==> src/lhp_pkg.sv <==
// Purpose: constants and types shared by the panel host port controller
// Assumes: 10 MHz aclk, AXI4-Lite with 32-bit data
// Notes:   times are kept in their own unit; cycle counts derive from them
`default_nettype none
package lhp_pkg;
	////////////////////////////////////////////////////////////////////////
	// clock and timing
	localparam int CLK_NS          = 100;
	localparam int T_RST_LOW_NS    = 3000;          // least reset low time
	localparam int T_RST_WAIT_US   = 10000;         // least reset-to-strobe delay
	localparam int T_ACC_NS        = 60;            // read access time
	localparam int RST_LOW_CYC     = (T_RST_LOW_NS + CLK_NS - 1) / CLK_NS;
	localparam int RST_WAIT_CYC    = (T_RST_WAIT_US * 1000 + CLK_NS - 1) / CLK_NS;
	localparam int SYNC_STAGES     = 3;
	localparam int RD_LOW_CYC      = (T_ACC_NS + CLK_NS - 1) / CLK_NS + SYNC_STAGES;
	localparam int CNT_W           = 17;
	////////////////////////////////////////////////////////////////////////
	// register map (byte addresses)
	localparam logic [3:0] OFS_CTRL   = 4'h0;
	localparam logic [3:0] OFS_XFER   = 4'h4;
	localparam logic [3:0] OFS_STATUS = 4'h8;
	localparam logic [3:0] OFS_RDATA  = 4'hC;
	// field positions
	localparam int CTRL_RESET_BIT  = 0;
	localparam int XFER_DC_BIT     = 8;
	localparam int XFER_READ_BIT   = 9;
	localparam int STAT_BUSY_BIT   = 0;
	localparam int STAT_READY_BIT  = 1;
	localparam int STAT_RVALID_BIT = 2;
	localparam int STAT_REFUSE_BIT = 3;
	// reset values and responses
	localparam logic [7:0] RDATA_RST  = 8'h00;
	localparam logic [1:0] RESP_OKAY  = 2'h0;
	localparam logic [1:0] RESP_SLVERR = 2'h2;
	////////////////////////////////////////////////////////////////////////
	// panel pins driven by the host, all active low except dc
	typedef struct packed {
		logic cs_n;
		logic wr_n;
		logic rd_n;
		logic data_command_select;
		logic rst_n;
	} lhp_pins_s;
	localparam lhp_pins_s PINS_RST = '{cs_n: 1'b1, wr_n: 1'b1, rd_n: 1'b1,
		data_command_select: 1'b0, rst_n: 1'b0};
	typedef enum logic [2:0] {
		ST_RST_LOW  = 3'b000,
		ST_RST_WAIT = 3'b001,
		ST_IDLE     = 3'b010,
		ST_SETUP    = 3'b011,
		ST_WR_LOW   = 3'b100,
		ST_RD_LOW   = 3'b101,
		ST_HOLD     = 3'b110
	} lhp_state_e;
endpackage
`default_nettype wire

==> src/lhp_host.sv <==
// Purpose: host side of an 8-bit strobed parallel panel port, AXI4-Lite slave
// Assumes: 10 MHz aclk, synchronous active-low aresetn, panel data pins async
// Notes:   software queues one byte at a time; panel reset is pulsed after aresetn
//
// What this block does
// - dc low for commands, high for data
// - write strobe low presents a byte
// - read strobe low fetches a byte
// - strobes only while chip select low
// - hold panel reset low at least 3 us
// - wait 10 ms after reset before strobes
// - each transfer moves one byte on eight lines
//
// Implementation choices: the placing of the registers and the AXI4-Lite interface to the registers.
`timescale 1ns/1ps
`default_nettype none
module lhp_host
	import lhp_pkg::*;
#(
	parameter int RST_WAIT_CYCLES = RST_WAIT_CYC
)
(
	input  wire logic        aclk,
	input  wire logic        aresetn,
	input  wire logic [3:0]  s_axi_awaddr,
	input  wire logic        s_axi_awvalid,
	output logic             s_axi_awready,
	input  wire logic [31:0] s_axi_wdata,
	input  wire logic [3:0]  s_axi_wstrb,
	input  wire logic        s_axi_wvalid,
	output logic             s_axi_wready,
	output logic [1:0]       s_axi_bresp,
	output logic             s_axi_bvalid,
	input  wire logic        s_axi_bready,
	input  wire logic [3:0]  s_axi_araddr,
	input  wire logic        s_axi_arvalid,
	output logic             s_axi_arready,
	output logic [31:0]      s_axi_rdata,
	output logic [1:0]       s_axi_rresp,
	output logic             s_axi_rvalid,
	input  wire logic        s_axi_rready,
	output lhp_pins_s        pins,
	output logic [7:0]       data_out,
	output logic             data_oe,
	input  wire logic [7:0]  data_in
);

	////////////////////////////////////////////////////////////////////////
	// state
	lhp_state_e      state_ff,   nxt_state;
	logic [CNT_W-1:0] cnt_ff,    nxt_cnt;
	lhp_pins_s       pins_ff,    nxt_pins;
	logic [7:0]      dout_ff,    nxt_dout;
	logic            oe_ff,      nxt_oe;
	logic            is_read_ff, nxt_is_read;
	logic [7:0]      rdata_ff,   nxt_rdata;
	logic            rvld_ff,    nxt_rvld;
	logic            refuse_ff,  nxt_refuse;
	logic            ready_ff,   nxt_ready;
	logic            bvalid_ff,  bresp_err_ff;
	logic            rvalid_ff;
	logic [31:0]     rdout_ff;
	logic            rresp_err_ff;
	logic [7:0]      sync1_ff, sync2_ff, sync3_ff;

	////////////////////////////////////////////////////////////////////////
	// register bus decode
	wire wr_take    = s_axi_awvalid && s_axi_wvalid && !bvalid_ff;
	wire rd_take    = s_axi_arvalid && !rvalid_ff;
	wire wr_ctrl    = wr_take && (s_axi_awaddr == OFS_CTRL) && s_axi_wstrb[0];
	wire wr_xfer    = wr_take && (s_axi_awaddr == OFS_XFER) && (s_axi_wstrb[1:0] == 2'h3);
	wire wr_mapped  = (s_axi_awaddr == OFS_CTRL) || (s_axi_awaddr == OFS_XFER);
	wire rd_mapped  = (s_axi_araddr == OFS_CTRL) || (s_axi_araddr == OFS_XFER)
		|| (s_axi_araddr == OFS_STATUS) || (s_axi_araddr == OFS_RDATA);
	wire busy       = (state_ff != ST_IDLE);
	wire rst_req    = wr_ctrl && s_axi_wdata[CTRL_RESET_BIT];
	wire xfer_go    = wr_xfer && !busy && ready_ff;
	wire xfer_bad   = wr_xfer && !xfer_go;
	wire rdata_read = rd_take && (s_axi_araddr == OFS_RDATA);
	wire cnt_zero   = (cnt_ff == '0);
	wire sample_ok  = (sync2_ff == sync3_ff);
	wire [31:0] status_word = {28'h0000000, refuse_ff, rvld_ff, ready_ff, busy};
	wire [31:0] rd_word = (s_axi_araddr == OFS_STATUS) ? status_word
		: (s_axi_araddr == OFS_RDATA) ? {24'h000000, rdata_ff} : 32'h00000000;

	assign s_axi_awready = wr_take;
	assign s_axi_wready  = wr_take;
	assign s_axi_arready = rd_take;
	assign s_axi_bvalid  = bvalid_ff;
	assign s_axi_bresp   = bresp_err_ff ? RESP_SLVERR : RESP_OKAY;
	assign s_axi_rvalid  = rvalid_ff;
	assign s_axi_rdata   = rdout_ff;
	assign s_axi_rresp   = rresp_err_ff ? RESP_SLVERR : RESP_OKAY;
	assign pins          = pins_ff;
	assign data_out      = dout_ff;
	assign data_oe       = oe_ff;

	////////////////////////////////////////////////////////////////////////
	// panel sequencer
	always_comb
	begin
		nxt_state   = state_ff;
		nxt_cnt     = cnt_ff;
		nxt_pins    = pins_ff;
		nxt_dout    = dout_ff;
		nxt_oe      = oe_ff;
		nxt_is_read = is_read_ff;
		nxt_rdata   = rdata_ff;
		nxt_ready   = ready_ff;
		// a capture in the same cycle as a data read wins over the clear
		nxt_rvld    = rvld_ff && !rdata_read;
		nxt_refuse  = (refuse_ff && !(wr_ctrl && !s_axi_wdata[CTRL_RESET_BIT])) || xfer_bad;
		case (state_ff)
			ST_RST_LOW:
			begin
				nxt_pins.rst_n = 1'b0;
				if (cnt_zero)
				begin
					nxt_pins.rst_n = 1'b1;
					nxt_cnt        = CNT_W'(RST_WAIT_CYCLES - 1);
					nxt_state      = ST_RST_WAIT;
				end
				else
					nxt_cnt = cnt_ff - 1'b1;
			end
			ST_RST_WAIT:
			begin
				// no strobe moves until the wait has run out
				if (cnt_zero)
				begin
					nxt_ready = 1'b1;
					nxt_state = ST_IDLE;
				end
				else
					nxt_cnt = cnt_ff - 1'b1;
			end
			ST_IDLE:
			begin
				if (rst_req)
				begin
					nxt_ready      = 1'b0;
					nxt_pins.rst_n = 1'b0;
					nxt_cnt        = CNT_W'(RST_LOW_CYC - 1);
					nxt_state      = ST_RST_LOW;
				end
				else if (xfer_go)
				begin
					// select first so dc and data settle before the strobe
					nxt_pins.cs_n                = 1'b0;
					nxt_pins.data_command_select = s_axi_wdata[XFER_DC_BIT];
					nxt_is_read                  = s_axi_wdata[XFER_READ_BIT];
					nxt_dout                     = s_axi_wdata[7:0];
					nxt_oe                       = !s_axi_wdata[XFER_READ_BIT];
					nxt_state                    = ST_SETUP;
				end
			end
			ST_SETUP:
			begin
				if (is_read_ff)
				begin
					nxt_pins.rd_n = 1'b0;
					nxt_cnt       = CNT_W'(RD_LOW_CYC - 1);
					nxt_state     = ST_RD_LOW;
				end
				else
				begin
					nxt_pins.wr_n = 1'b0;
					nxt_state     = ST_WR_LOW;
				end
			end
			ST_WR_LOW:
			begin
				// rising strobe with data still driven gives the latch edge
				nxt_pins.wr_n = 1'b1;
				nxt_state     = ST_HOLD;
			end
			ST_RD_LOW:
			begin
				// wait out access time plus sync delay, then take a stable byte
				if (!cnt_zero)
					nxt_cnt = cnt_ff - 1'b1;
				else if (sample_ok)
				begin
					nxt_rdata     = sync3_ff;
					nxt_rvld      = 1'b1;
					nxt_pins.rd_n = 1'b1;
					nxt_state     = ST_HOLD;
				end
			end
			ST_HOLD:
			begin
				nxt_pins.cs_n = 1'b1;
				nxt_oe        = 1'b0;
				nxt_state     = ST_IDLE;
			end
			default:
			begin
				nxt_pins  = PINS_RST;
				nxt_oe    = 1'b0;
				nxt_state = ST_IDLE;
			end
		endcase
	end

	// sequencer registers; panel reset starts low with every aresetn
	always_ff @(posedge aclk)
	begin
		if (!aresetn)
		begin
			state_ff   <= ST_RST_LOW;
			cnt_ff     <= CNT_W'(RST_LOW_CYC - 1);
			pins_ff    <= PINS_RST;
			dout_ff    <= 8'h00;
			oe_ff      <= 1'b0;
			is_read_ff <= 1'b0;
			rdata_ff   <= RDATA_RST;
			rvld_ff    <= 1'b0;
			refuse_ff  <= 1'b0;
			ready_ff   <= 1'b0;
		end
		else
		begin
			state_ff   <= nxt_state;
			cnt_ff     <= nxt_cnt;
			pins_ff    <= nxt_pins;
			dout_ff    <= nxt_dout;
			oe_ff      <= nxt_oe;
			is_read_ff <= nxt_is_read;
			rdata_ff   <= nxt_rdata;
			rvld_ff    <= nxt_rvld;
			refuse_ff  <= nxt_refuse;
			ready_ff   <= nxt_ready;
		end
	end

	// pin data synchroniser; only stage 2 and 3 are compared
	always_ff @(posedge aclk)
	begin
		if (!aresetn)
		begin
			sync1_ff <= 8'h00;
			sync2_ff <= 8'h00;
			sync3_ff <= 8'h00;
		end
		else
		begin
			sync1_ff <= data_in;
			sync2_ff <= sync1_ff;
			sync3_ff <= sync2_ff;
		end
	end

	////////////////////////////////////////////////////////////////////////
	// bus responses
	always_ff @(posedge aclk)
	begin
		if (!aresetn)
		begin
			bvalid_ff    <= 1'b0;
			bresp_err_ff <= 1'b0;
			rvalid_ff    <= 1'b0;
			rdout_ff     <= 32'h00000000;
			rresp_err_ff <= 1'b0;
		end
		else
		begin
			if (wr_take)
			begin
				bvalid_ff    <= 1'b1;
				bresp_err_ff <= !wr_mapped;
			end
			else if (s_axi_bready)
				bvalid_ff <= 1'b0;
			if (rd_take)
			begin
				rvalid_ff    <= 1'b1;
				rdout_ff     <= rd_word;
				rresp_err_ff <= !rd_mapped;
			end
			else if (s_axi_rready)
				rvalid_ff <= 1'b0;
		end
	end

endmodule
`default_nettype wire

==> config.mk <==
export PLATFORM = sky130hd
export DESIGN_NAME = lhp_host
export DESIGN_NICKNAME = d
export VERILOG_FILES = /design/src/lhp_pkg.sv /design/src/lhp_host.sv
export SDC_FILE = /design/constraint.sdc
export NUM_CORES = 1
export LEC_CHECK = 0
export ABC_AREA = 1
export ABC_CLOCK_PERIOD_IN_PS = 3400
export BUFFER_PORTS_ARGS = -buffer_cell sky130_fd_sc_hd__buf_2
export CAP_MARGIN = 30
export CORE_MARGIN = 2
export CORE_UTILIZATION = 30
export DETAILED_ROUTE_END_ITERATION = 16
export HOLD_SLACK_MARGIN = 0.1
export PLACE_DENSITY = 0.59
export SLEW_MARGIN = 10
export SYNTH_ARGS = -nofsm -noshare
export SYNTH_HDL_FRONTEND = slang
export SYNTH_SLANG_ARGS = --single-unit
==> constraint.sdc <==
create_clock -name aclk -period 3.4 [get_ports aclk]
set_input_delay 0.68 -clock aclk [delete_from_list [all_inputs] [get_ports aclk]]
set_output_delay 0.68 -clock aclk [all_outputs]
set_load 0.02 [all_outputs]
==> summary.txt, run 1 <==
Detailed routing
  – Vias/cell: 4.200
  – Post-route ant nets: 0
  – DRT Wirelength: around 8.6 mm
  – Drt wl/cell: 10.53 µm
  – # DRC: 0
  – TritonRoute pass-1 iters: 4
  – DR iter-0 viols: 95
  – Via count: ~3,400

Pwr
  – NetSw: 0.0007548 W
  – Final Total Pwr: 0.002419 W
  – Reg power frac: 44.0%
  – Peak supply drop: 0.2801 mV
  – PwrDens: 518.3 nW/µm²
  – Comb pwr share: 17.8%
  – Pint: 0.001664 W
  – Leak: 2.250 nW
  – Switching Fraction: 31.20%
  – Clock Power Share: 38.2%

Clock tree
  – CTS tree: done
  – Worst-path clk slew: 0.07 ns
  – Clk root buf: clkbuf_16
  – CTS H-tree lvls: 3
  – Worst-Skew Late Latency: 0.34 ns
  – # clock sinks: 82
  – Deepest clock path buffer count: 2
  – Post-CTS Setup Inserts: 0
  – # hold bufs at CTS: 0
  – Cts bufs inserted: 9
  – CTS-repair resized insts: 0

Yosys
  – Ys flop type: dfxtp_1
  – Yosys warnings: 0
  – Ys async rst share: 0%
  – Top cells by area, synth: dfxtp_1, nand2_1, nor2_1, inv_1, buf_4
  – Synth Register Bits: 82
  – Synth area leader: dfxtp_1
  – EDFF count, synth: 0
  – Syn Area/Cell: 7.013 µm²
  – Yosys top cell area share: 40.92%
  – Count of cell types in the netlist: 37
  – Post-Syn Instances: 572
  – Synthesized area: 4011 µm²
  – Sequential share of the synthesized area: between 40% and 50%

Critical path
  – Worst r2r src: state_ff[0]
  – Worst Path Buf+Inv: 3
  – Max incr delay on CP: ~0.28 ns
  – CP Cell Sequence: buf_2 -> inv_1 -> nor2_2 -> buf_2
  – Reg2reg end: state_ff[0]
  – Worst Setup EP: s_axi_arready
  – Critical path depth: 4
  – Crit-path max FO: 10
  – Reg2reg path depth: 7
  – Worst setup EP type: output port
  – CP arrival: 1.30 ns
  – Critical Path Start Type: input port
  – Worst endpoint required time: approximately 2.7 ns
  – Critical Path Source: s_axi_arvalid
  – Top delay family on crit path: buffers and inverters
  – R2r setup slk: 1.45 ns
  – Slowest cell on crit path: nor2_2
  – Kind of critical path: input port to output port
  – Most frequent CP cell: buf_2

Layout
  – Area growth from synthesis to layout: 16.34%
  – Area of the multi-input gates: between 1500 and 2000 µm²
  – Register Area: 1642 µm²
  – Fin nets: roughly 700
  – Fillers: 1,476
  – Layout cells sized above 1: 18.52%
  – Antenna diodes: 0

Placed design
  – Routability Congestion: 0.8024
  – Buffers added on ports: 63
  – Detailed placement HPWL: 6.309 mm

Timing
  – Unrepaired setup endpoints after global routing: no
  – Pin slew with the least headroom to its limit: around 0.73 ns
  – Min Tclk post-route: 1.981 ns
  – Clock skew: 0.007406 ns
  – Peak Freq: 504.9 MHz
  – Worst rel slew slack: approximately half
  – Max Slew Vio Count: 0
  – Fin Setup TNS: 0 ns
  – Endpoints failing setup: 0
  – Final period utilization: 58.26%
  – Final hold vios: 0

Global route
  – Number of global-route vias before repair: 3,211
  – Met3 usage in global routing: roughly 3.8%
  – Global-route wire length before repair: approximately 15 mm
  – Largest net degree at the start of global routing: 51
  – GR Layer Usage met1: 15.99%
  – Antenna violations before repair: 0
  – All-Layer GR Usage: 12.97%
  – Total grt overflow: 0
  – Met2 usage in global routing: 21.79%
  – GRT Max-Usage Layer: met2

Die
  – Die ar.: 14,310 µm²
  – Area of the core: 13,140 µm²
  – Die W: 119.6 µm
  – Ports: 114
  – Die Height: 119.6 µm
  – Row cnt: 42
  – Starting density of the core: between 30% and 40%

Status
  – Outcome: finished clean

Job
  – Max-cap check violation count: 0

Worst hold path
  – Hold Crit Class: flip-flop to flip-flop
[per-stage QoR]
| step | cell area, µm² | util [%] | hold slack, ns | setup slack [ns] | instances |
|---|---|---|---|---|---|
| floorplan | 4105 | - | 0.3905 | 1.500 | 597 |
| global placement | 4368 | 33.25 | 0.3924 | 1.153 | 796 |
| detailed placement | 4383 | 33.36 | 0.3968 | 1.145 | 797 |
| CTS | 4667 | 35.52 | 0.4129 | 1.412 | 813 |
| global route | 4667 | 35.52 | 0.4248 | 1.251 | 813 |
| finish | 4667 | 35.52 | 0.4124 | 1.419 | 813 |
[power groups by stage]
| stage | sequential [W] | clock, W | combinational [W] |
|---|---|---|---|
| 2_1_floorplan | 0.00109 | 0 | 0.000351 |
| 3_3_place_gp | 0.00109 | 0 | 0.000424 |
| 3_5_place_dp | 0.00109 | 0 | 0.000430 |
| 4_1_cts | 0.00107 | 0.000953 | 0.000432 |
| 5_1_grt | 0.00107 | 0.000993 | 0.000495 |
| 6_report | 0.00106 | 0.000925 | 0.000430 |
[state kept, by name (all words and copies together) (netlist names)]
signal        flops
sync2_ff          8
bresp_err_ff      1
sync3_ff          8
s_axi_rdata       8
pins              5
rvld_ff           1
cnt_ff           17
s_axi_bvalid      1
rresp_err_ff      1
data_oe           1
rdata_ff          8
s_axi_rvalid      1
ready_ff          1
sync1_ff          8
data_out          8
is_read_ff        1
refuse_ff         1
state_ff          3
[synthesized netlist by cell type, types with 7 or more instances]
master,count
nor2_1,77
nand3_1,41
o21ai_1,7
clkbuf_1,7
inv_1,69
a21oi_1,31
dfxtp_1,82
nand2_2,7
buf_4,29
o21ai_0,20
nand2_1,140
[cells by family after synthesis]
logic type | Yosys count | synth area share, %
adder cells (fa/ha/maj) | 1 | 0.3119
AO/OA/AOI/OAI | 74 | 10.54
XOR/XNOR | 6 | 1.310
flip-flops | 82 | 40.92
other | 1 | 0.09348
buffers and inverters | 117 | 14.10
AND/OR/NAND/NOR | 291 | 32.72
[final cells by class]
cell class | count | area share (%)
clock buffers | 9 | 4.826
clock inverters | 7 | 1.260
inverters | 76 | 6.113
multi-input cells | 398 | 40.67
flip-flops and latches | 82 | 35.17
well taps | 176 | 4.718
repair buffers | 65 | 7.239
[how the worst min path moves through the flow]
stage / endpoint / slack, ns / cells after the start / start
final: sync2_ff[5] / 0.41 / 2 / sync1_ff[5]
after global routing: sync2_ff[5] / 0.42 / 2 / sync1_ff[5]
after CTS: sync2_ff[5] / 0.41 / 2 / sync1_ff[5]
after detailed placement: sync2_ff[5] / 0.40 / 2 / sync1_ff[5]
after global placement: sync2_ff[5] / 0.39 / 2 / sync1_ff[5]
after floorplan: sync2_ff[0] / 0.39 / 2 / sync1_ff[0]
[worst reg2reg max path: stages (launching register included)]
cell and delay [ns]:
dfxtp_1 0.56, nand2_4 0.15, nor2_1 0.59, nand2_1 0.23
nand3_1 0.17, nand2_1 0.07, nand2_1 0.05, nor2_1 0.04
[placed cells by master, fill, tap and decap left out, drive strengths merged]
cell type,synthesis,final
xor2,1,1
xnor2,5,5
clkbuf,7,9
nand4,7,7
nor3,2,2
a21oi,33,33
dfxtp,82,82
o221ai,2,2
nand3,44,44
inv,75,79
conb,1,26
o21bai,2,2
nand3b,2,2
nand2,149,149
o21ai,32,32
buf,34,65
clkinvlp,0,1
clkinv,1,3
o211ai,2,2
ha,1,1
nor2,87,87
a31oi,3,3
[metal layers]
metal / wire length, µm / vias up
met5: 0 / -
met4: 116 / 0
met3: 424 / 10
li1: - / 1859
met1: 4100 / 1484
met2: 3917 / 62
(Power assumes the default switching activity.)
==> inputs of run 2 (changes only) <==
--- a/config.mk
+++ b/config.mk
@@ -6,7 +6,7 @@
 export NUM_CORES = 1
 export LEC_CHECK = 0
 export ABC_AREA = 1
-export ABC_CLOCK_PERIOD_IN_PS = 3400
+export ABC_CLOCK_PERIOD_IN_PS = 2000
 export BUFFER_PORTS_ARGS = -buffer_cell sky130_fd_sc_hd__buf_2
 export CAP_MARGIN = 30
 export CORE_MARGIN = 2
==> constraint.sdc (replaced) <==
create_clock -name aclk -period 2 [get_ports aclk]
set_input_delay 0.4 -clock aclk [delete_from_list [all_inputs] [get_ports aclk]]
set_output_delay 0.4 -clock aclk [all_outputs]
set_load 0.02 [all_outputs]
==> run 2 against run 1 <==
Effect of this change: clock skew is 0.00081 ns higher; non-clock buffer count is 7 higher; worst setup slack worse by 1.3 ns; sequential cell count stayed put; critical path depth is 6 higher; sequential share of layout area is 0.37 points lower; critical endpoint is now cnt_ff[14].
==> summary.txt, run 2 (synthesis gave the netlist of run 1 again) <==
Critical path
  – Slowest cell on crit path: dfxtp_1
  – R2r setup slk: 0.13 ns (-1.32 ns)
  – Kind of critical path: flip-flop to flip-flop
  – Worst endpoint required time: 2.28 ns (-0.44 ns)
  – Reg2reg end: cnt_ff[14]
  – Critical Path Source: cnt_ff[0]
  – Critical Path Start Type: flip-flop
  – Worst r2r src: cnt_ff[0]
  – Max incr delay on CP: 0.31 ns (+0.03 ns)
  – Reg2reg path depth: 10 (+3)
  – Crit-path max FO: 18 (+8)
  – CP arrival: 2.15 ns (+0.85 ns)
  – Worst setup EP type: flip-flop
  – CP Cell Sequence: inv_1 -> ha_1 -> nand2_2 -> nor2_8 -> nand3_4 -> nor2_2 -> nor2_8 -> nand2_1 -> nand2_1 -> a21oi_2

Layout
  – Post-Layout Inst Area: 4717 µm² (+1.1%)
  – Fin nets: 699 (+1.0%)
  – Area growth from synthesis to layout: 17.59%
  – Commonest non-fill, non-tap cell in the layout: nand2_1
  – Max reg flops: 17 (unchanged)
  – Reg with most FFs: cnt_ff
  – Most frequent cells in the layout: nand2_1, dfxtp_1, nor2_1, inv_1, buf_2
  – Layout cells sized above 1: 19.41% (+0.89 points)
  – Antenna diodes: 0 (unchanged)

Timing
  – Fin Setup TNS: 0 ns (unchanged)
  – Unrepaired setup endpoints after global routing: yes
  – Clock skew: 0.008212 ns (+0.0008057 ns)
  – Endpoints failing setup: 0 (unchanged)
  – Final hold vios: 0 (unchanged)
  – Pin slew with the least headroom to its limit: 0.5099 ns (-0.2192 ns)
  – Worst rel slew slack: 65.74% (+15 points)
  – Peak Freq: roughly 530 MHz
  – Max Slew Vio Count: 0 (unchanged)
  – Final period utilization: 93.60%
  – Min Tclk post-route: 1.872 ns

Detailed routing
  – TritonRoute pass-1 iters: 4 (unchanged)
  – Vias/cell: 4.205 (+0.10%)
  – Via count: 3,448 (+0.97%)
  – DR iter-0 viols: 117 (+23%)
  – Drt wl/cell: 10.47 µm (-0.56%)
  – # DRC: 0 (unchanged)
  – Post-route ant nets: 0 (unchanged)
  – DRT Wirelength: 8.584 mm (+0.29%)

Pwr
  – Leak: 2.298 nW (+2.1%)
  – Peak supply drop: 0.5487 mV (+96%)
  – PwrDens: 877.6 nW/µm² (+69%)

Clock tree
  – CTS tree: done
  – Worst-path clk slew: 0.07 ns (about the same)
  – Worst-Skew Late Latency: 0.34 ns (about the same)
  – Deepest clock path buffer count: 2 (unchanged)
  – CTS H-tree lvls: 3 (unchanged)
  – CTS-repair resized insts: 0 (unchanged)
  – Clk root buf: clkbuf_16
  – # clock sinks: 82 (unchanged)
  – # hold bufs at CTS: 0 (unchanged)
  – Post-CTS Setup Inserts: 0 (unchanged)
  – Cts bufs inserted: 9 (unchanged)

Die
  – Row cnt: 42 (unchanged)
  – Starting density of the core: 30.53% (unchanged)
  – Die Height: 119.6 µm (unchanged)
  – Die ar.: 14,310 µm² (unchanged)
  – Area of the core: 13,140 µm² (unchanged)
  – Die W: 119.6 µm (unchanged)
  – Ports: 114 (unchanged)

Worst hold path
  – Hold_sp: data_in[6]
  – Worst hold endpoint: sync1_ff[6]
  – Hold Crit Class: input port to flip-flop
  – Worst Hold Depth: 3 (+1)

Placed design
  – Buffers added on ports: 63 (unchanged)
  – Routability Congestion: 0.7847 (-2.2%)
  – Detailed placement HPWL: 6.305 mm (about the same)
  – Cell Area, Placed: 4428 µm² (+1.0%)

Global route
  – All-Layer GR Usage: 12.86% (-0.11 points)
  – Total grt overflow: 0 (unchanged)
  – Number of global-route vias before repair: 3,157 (-1.7%)
  – Largest net degree at the start of global routing: 21 (-59%)
  – Global-route wire length before repair: 14.76 mm (-1.9%)
  – Antenna violations before repair: 0 (unchanged)

Job
  – Max-cap check violation count: 0 (unchanged)

Status
  – Outcome: finished clean
==> run 2: cell types whose count changed in the layout (fill, tap and decap cells not counted) <==
| cell | delta |
|---|---|
| buf_4 | +8 |
| buf_8 | -1 |
| nand2_2 | -1 |
| nand2_4 | +1 |
==> run 2: worst max path at each step <==
stage / to / slack [ns] / depth (start not counted)
floorplan: cnt_ff[2] / 0.31 / 10
global placement: cnt_ff[1] / 0.11 / 11
detailed placement: cnt_ff[1] / 0.09 / 11
CTS: cnt_ff[14] / 0.12 / 10
global route: cnt_ff[14] / -0.02 / 10
finish: cnt_ff[14] / 0.13 / 10
==> run 2: final cells by class <==
class                   count  area [µm²]
clock buffers               9       225.2
clock inverters             7       58.81
fillers                  1453        8421
inverters                  76       285.3
multi-input cells         398        1903
flip-flops and latches     82        1642
well taps                 176       220.2
repair buffers             72       382.9
==> run 2: routing by layer <==
layer | vias up | routed length [µm] | GRT usage [%]
met5 | - | 0 | 0
met4 | 0 | 109 | 3.529
met3 | 9 | 454 | 3.755
met2 | 71 | 3836 | 20.89
met1 | 1492 | 4184 | 16.67
li1 | 1876 | - | -
==> run 2: metrics by stage <==
stage | std cells | worst slack (ns) | power [W] | util, % | hold WS [ns]
after CTS | 820 | 0.1155 | 0.004192 | 35.87 | 0.2186
after global routing | 820 | -0.01630 | 0.004379 | 35.90 | 0.2341
after detailed placement | 804 | 0.09473 | 0.002593 | 33.70 | 0.3990
after floorplan | 597 | 0.3072 | 0.002442 | - | 0.3905
final | 820 | 0.1280 | 0.004140 | 35.90 | 0.2340
after global placement | 804 | 0.1111 | 0.002591 | 33.70 | 0.3938
==> run 2: worst max-delay path: cells and delay by family (launching register included) <==
family / cells / cell delay [ns]
compound gates: 1 / 0.12
flops: 1 / 0.31
fa+ha+maj: 1 / 0.24
simple gates: 7 / 1.03
buf+inv: 1 / 0.10
==> run 2: power breakdown <==
part           leakage, nW  internal, W  switching, W
Clock                0.139     0.000863      0.000718
Sequential           0.667      0.00172     0.0000781
Combinational         1.49     0.000257      0.000500
Total                 2.30      0.00284       0.00130
==> inputs of run 3 (changes only) <==
--- a/config.mk
+++ b/config.mk
@@ -9,11 +9,11 @@
 export ABC_CLOCK_PERIOD_IN_PS = 2000
 export BUFFER_PORTS_ARGS = -buffer_cell sky130_fd_sc_hd__buf_2
 export CAP_MARGIN = 30
-export CORE_MARGIN = 2
-export CORE_UTILIZATION = 30
+export CORE_MARGIN = 10
+export CORE_UTILIZATION = 45
 export DETAILED_ROUTE_END_ITERATION = 16
 export HOLD_SLACK_MARGIN = 0.1
-export PLACE_DENSITY = 0.59
+export PLACE_DENSITY = 0.79
 export SLEW_MARGIN = 10
 export SYNTH_ARGS = -nofsm -noshare
 export SYNTH_HDL_FRONTEND = slang
==> run 3 against run 2 <==
Effect of this change: first-iteration DRC count is 70% higher; non-clock buffer count is 1 lower; combinational power decreased by 0.8%; sequential cell count is the same; critical path depth is the same; utilization rose by 16 points; cell area is 3.6% lower; register-to-register slack gained 0.02 ns; clock power fell by 23%; wire length rose by 4.0%; largest cell class unchanged; largest power group unchanged.
==> summary.txt, run 3 (synthesis gave the netlist of run 1 again) <==
Clock tree
  – CTS H-tree lvls: 3 (unchanged)
  – # clock sinks: 82 (unchanged)
  – Worst-path clk slew: 0.10 ns (+0.03 ns)
  – Cts bufs inserted: 9 (unchanged)
  – Clk root buf: clkbuf_8
  – Worst-Skew Late Latency: 0.36 ns (+0.02 ns)
  – Post-CTS Setup Inserts: 0 (unchanged)
  – CTS tree: done
  – Deepest clock path buffer count: 2 (unchanged)

Die
  – Die ar.: 13,090 µm² (-8.5%)
  – Ports: 114 (unchanged)
  – Die Height: 114.4 µm (-4.4%)
  – Starting density of the core: 46.22% (+16 points)
  – Die W: 114.4 µm (-4.4%)
  – Row cnt: 34 (-19%)
  – Area of the core: 8678 µm² (-34%)

Timing
  – Peak Freq: 540.7 MHz (+1.2%)
  – Final period utilization: 92.47% (-1.1 points)
  – Clock skew: 0.01198 ns (+0.003767 ns)
  – Endpoints failing setup: 0 (unchanged)
  – Fin Setup TNS: 0 ns (unchanged)
  – Max Slew Vio Count: 0 (unchanged)
  – Pin slew with the least headroom to its limit: 0.4890 ns (-0.02090 ns)
  – Min Tclk post-route: 1.849 ns (-0.02262 ns)
  – Worst rel slew slack: 67.15% (+1.4 points)
  – Final hold vios: 0 (unchanged)
  – Setup WS post-layout: 0.1506 ns (+0.02262 ns)
  – Unrepaired setup endpoints after global routing: no

Detailed routing
  – Via count: 3,588 (+4.1%)
  – Drt wl/cell: 11.89 µm (+14%)
  – Vias/cell: 4.778 (+14%)
  – TritonRoute pass-1 iters: 4 (unchanged)
  – DR iter-0 viols: 199 (+70%)
  – # DRC: 0 (unchanged)
  – DRT Wirelength: 8.931 mm (+4.0%)
  – Post-route ant nets: 0 (unchanged)

Layout
  – Antenna diodes: 0 (unchanged)
  – Commonest non-fill, non-tap cell in the layout: nand2_1
  – Fin nets: 698 (-0.14%)
  – Area of the multi-input gates: 1903 µm² (unchanged)
  – Max reg flops: 17 (unchanged)
  – Post-Layout Inst Area: 4546 µm² (-3.6%)
  – Fillers: 861 (-41%)
  – Register Area: 1642 µm² (unchanged)
  – Area growth from synthesis to layout: 13.32%
  – Layout cells sized above 1: 19.28% (-0.13 points)
  – Most frequent cells in the layout: nand2_1, dfxtp_1, nor2_1, inv_1, buf_2
  – Reg with most FFs: cnt_ff

Pwr
  – Peak supply drop: 0.4697 mV (-14%)
  – Leak: 2.242 nW (-2.4%)
  – Reg power frac: 48.0% (+4.5 points)
  – Pint: 0.002475 W (-13%)
  – NetSw: 0.001292 W (-0.31%)
  – Switching Fraction: 34.30% (+3.0 points)
  – Comb pwr share: 20.0% (+1.7 points)
  – PwrDens: 828.8 nW/µm² (-5.6%)
  – Clock Power Share: 32.0% (-6.2 points)

Placed design
  – DP Worst Slack: 0.08482 ns (-0.009907 ns)
  – Buffers added on ports: 63 (unchanged)
  – Routability Congestion: 0.8750 (+12%)
  – Cell Area, Placed: 4335 µm² (-2.1%)
  – Detailed placement HPWL: 6.849 mm (+8.6%)

Global route
  – All-Layer GR Usage: 13.10% (+0.24 points)
  – Met2 usage in global routing: 22.88% (+2.0 points)
  – GRT Max-Usage Layer: met2
  – GR Layer Usage met1: 14.55% (-2.1 points)
  – Largest net degree at the start of global routing: 20 (-4.8%)
  – Number of global-route vias before repair: 3,177 (+0.63%)
  – Antenna violations before repair: 0 (unchanged)
  – Global-route wire length before repair: 14.28 mm (-3.2%)
  – Met3 usage in global routing: 5.031% (+1.3 points)
  – Total grt overflow: 0 (unchanged)

Critical path
  – Worst setup EP type: flip-flop
  – Crit-path max FO: 18 (unchanged)
  – Slowest cell on crit path: dfxtp_1
  – Critical Path Start Type: flip-flop
  – Max incr delay on CP: 0.32 ns (about the same)
  – CP Cell Sequence: inv_1 -> ha_1 -> nand2_2 -> nor2_8 -> nand3_4 -> nor2_4 -> nor2_8 -> nand2_1 -> nand2_1 -> nor2_1
  – CP arrival: 2.15 ns (about the same)
  – Kind of critical path: flip-flop to flip-flop
  – Top delay family on crit path: simple AND/OR/NAND/NOR gates
  – Worst Path Buf+Inv: 1 (unchanged)
  – Worst endpoint required time: 2.30 ns (+0.02 ns)

Worst hold path
  – Hold Crit Class: input port to flip-flop

Status
  – Outcome: finished clean

Job
  – Max-cap check violation count: 0 (unchanged)
run 3: repair_timing:
action | in CTS | in global routing
resized for setup | 0 | 1
setup endpoints to repair | 0 | 5
hold buffers | 0 | 0
run 3: cell type report:
| class | instances | share of cell area [%] |
|---|---|---|
| Multi-Input combinational cell | 398 | 41.87 |
| Inverter | 76 | 6.276 |
| Timing Repair Buffer | 71 | 8.258 |
| Clock buffer | 9 | 2.725 |
| Clock inverter | 7 | 1.789 |
| Tap cell | 108 | 2.973 |
| Sequential cell | 82 | 36.11 |
run 3: final timing paths:
check              start          end  cells past startpoint  slack, ns
min reg2reg  sync1_ff[7]  sync2_ff[7]                      2       0.41
max reg2reg    cnt_ff[0]   cnt_ff[12]                     10       0.15
min           data_in[3]  sync1_ff[3]                      3       0.21
max            cnt_ff[0]   cnt_ff[12]                     10       0.15
run 3: stage by stage:
stage                     hold slack (ns)  instances  util (%)  total power [W]
after detailed placement           0.3979        735     49.96         0.002581
final                              0.2112        751     52.38         0.003767
after global placement             0.3993        735     49.96         0.002558
after CTS                          0.2002        751     52.32         0.003795
after floorplan                    0.3905        597         -         0.002442
after global routing               0.2040        751     52.38         0.003961
run 3: worst min-delay path: cells and delay by family:
family	cells	cell delay, ns
buffers and inverters	2	0.12
AND/OR/NAND/NOR	1	0.04
run 3: metal layers:
layer	up-vias	wire [µm]
met5	-	0
met4	0	108
met3	10	698
met2	101	4517
met1	1603	3608
li1	1874	-
run 3: power groups by stage:
stage | registers (W) | clock network, W | logic, W
after floorplan | 0.00185 | 0 | 0.000597
after global placement | 0.00184 | 0 | 0.000717
after detailed placement | 0.00184 | 0 | 0.000736
after CTS | 0.00181 | 0.00124 | 0.000746
after global routing | 0.00182 | 0.00131 | 0.000830
final | 0.00181 | 0.00121 | 0.000752
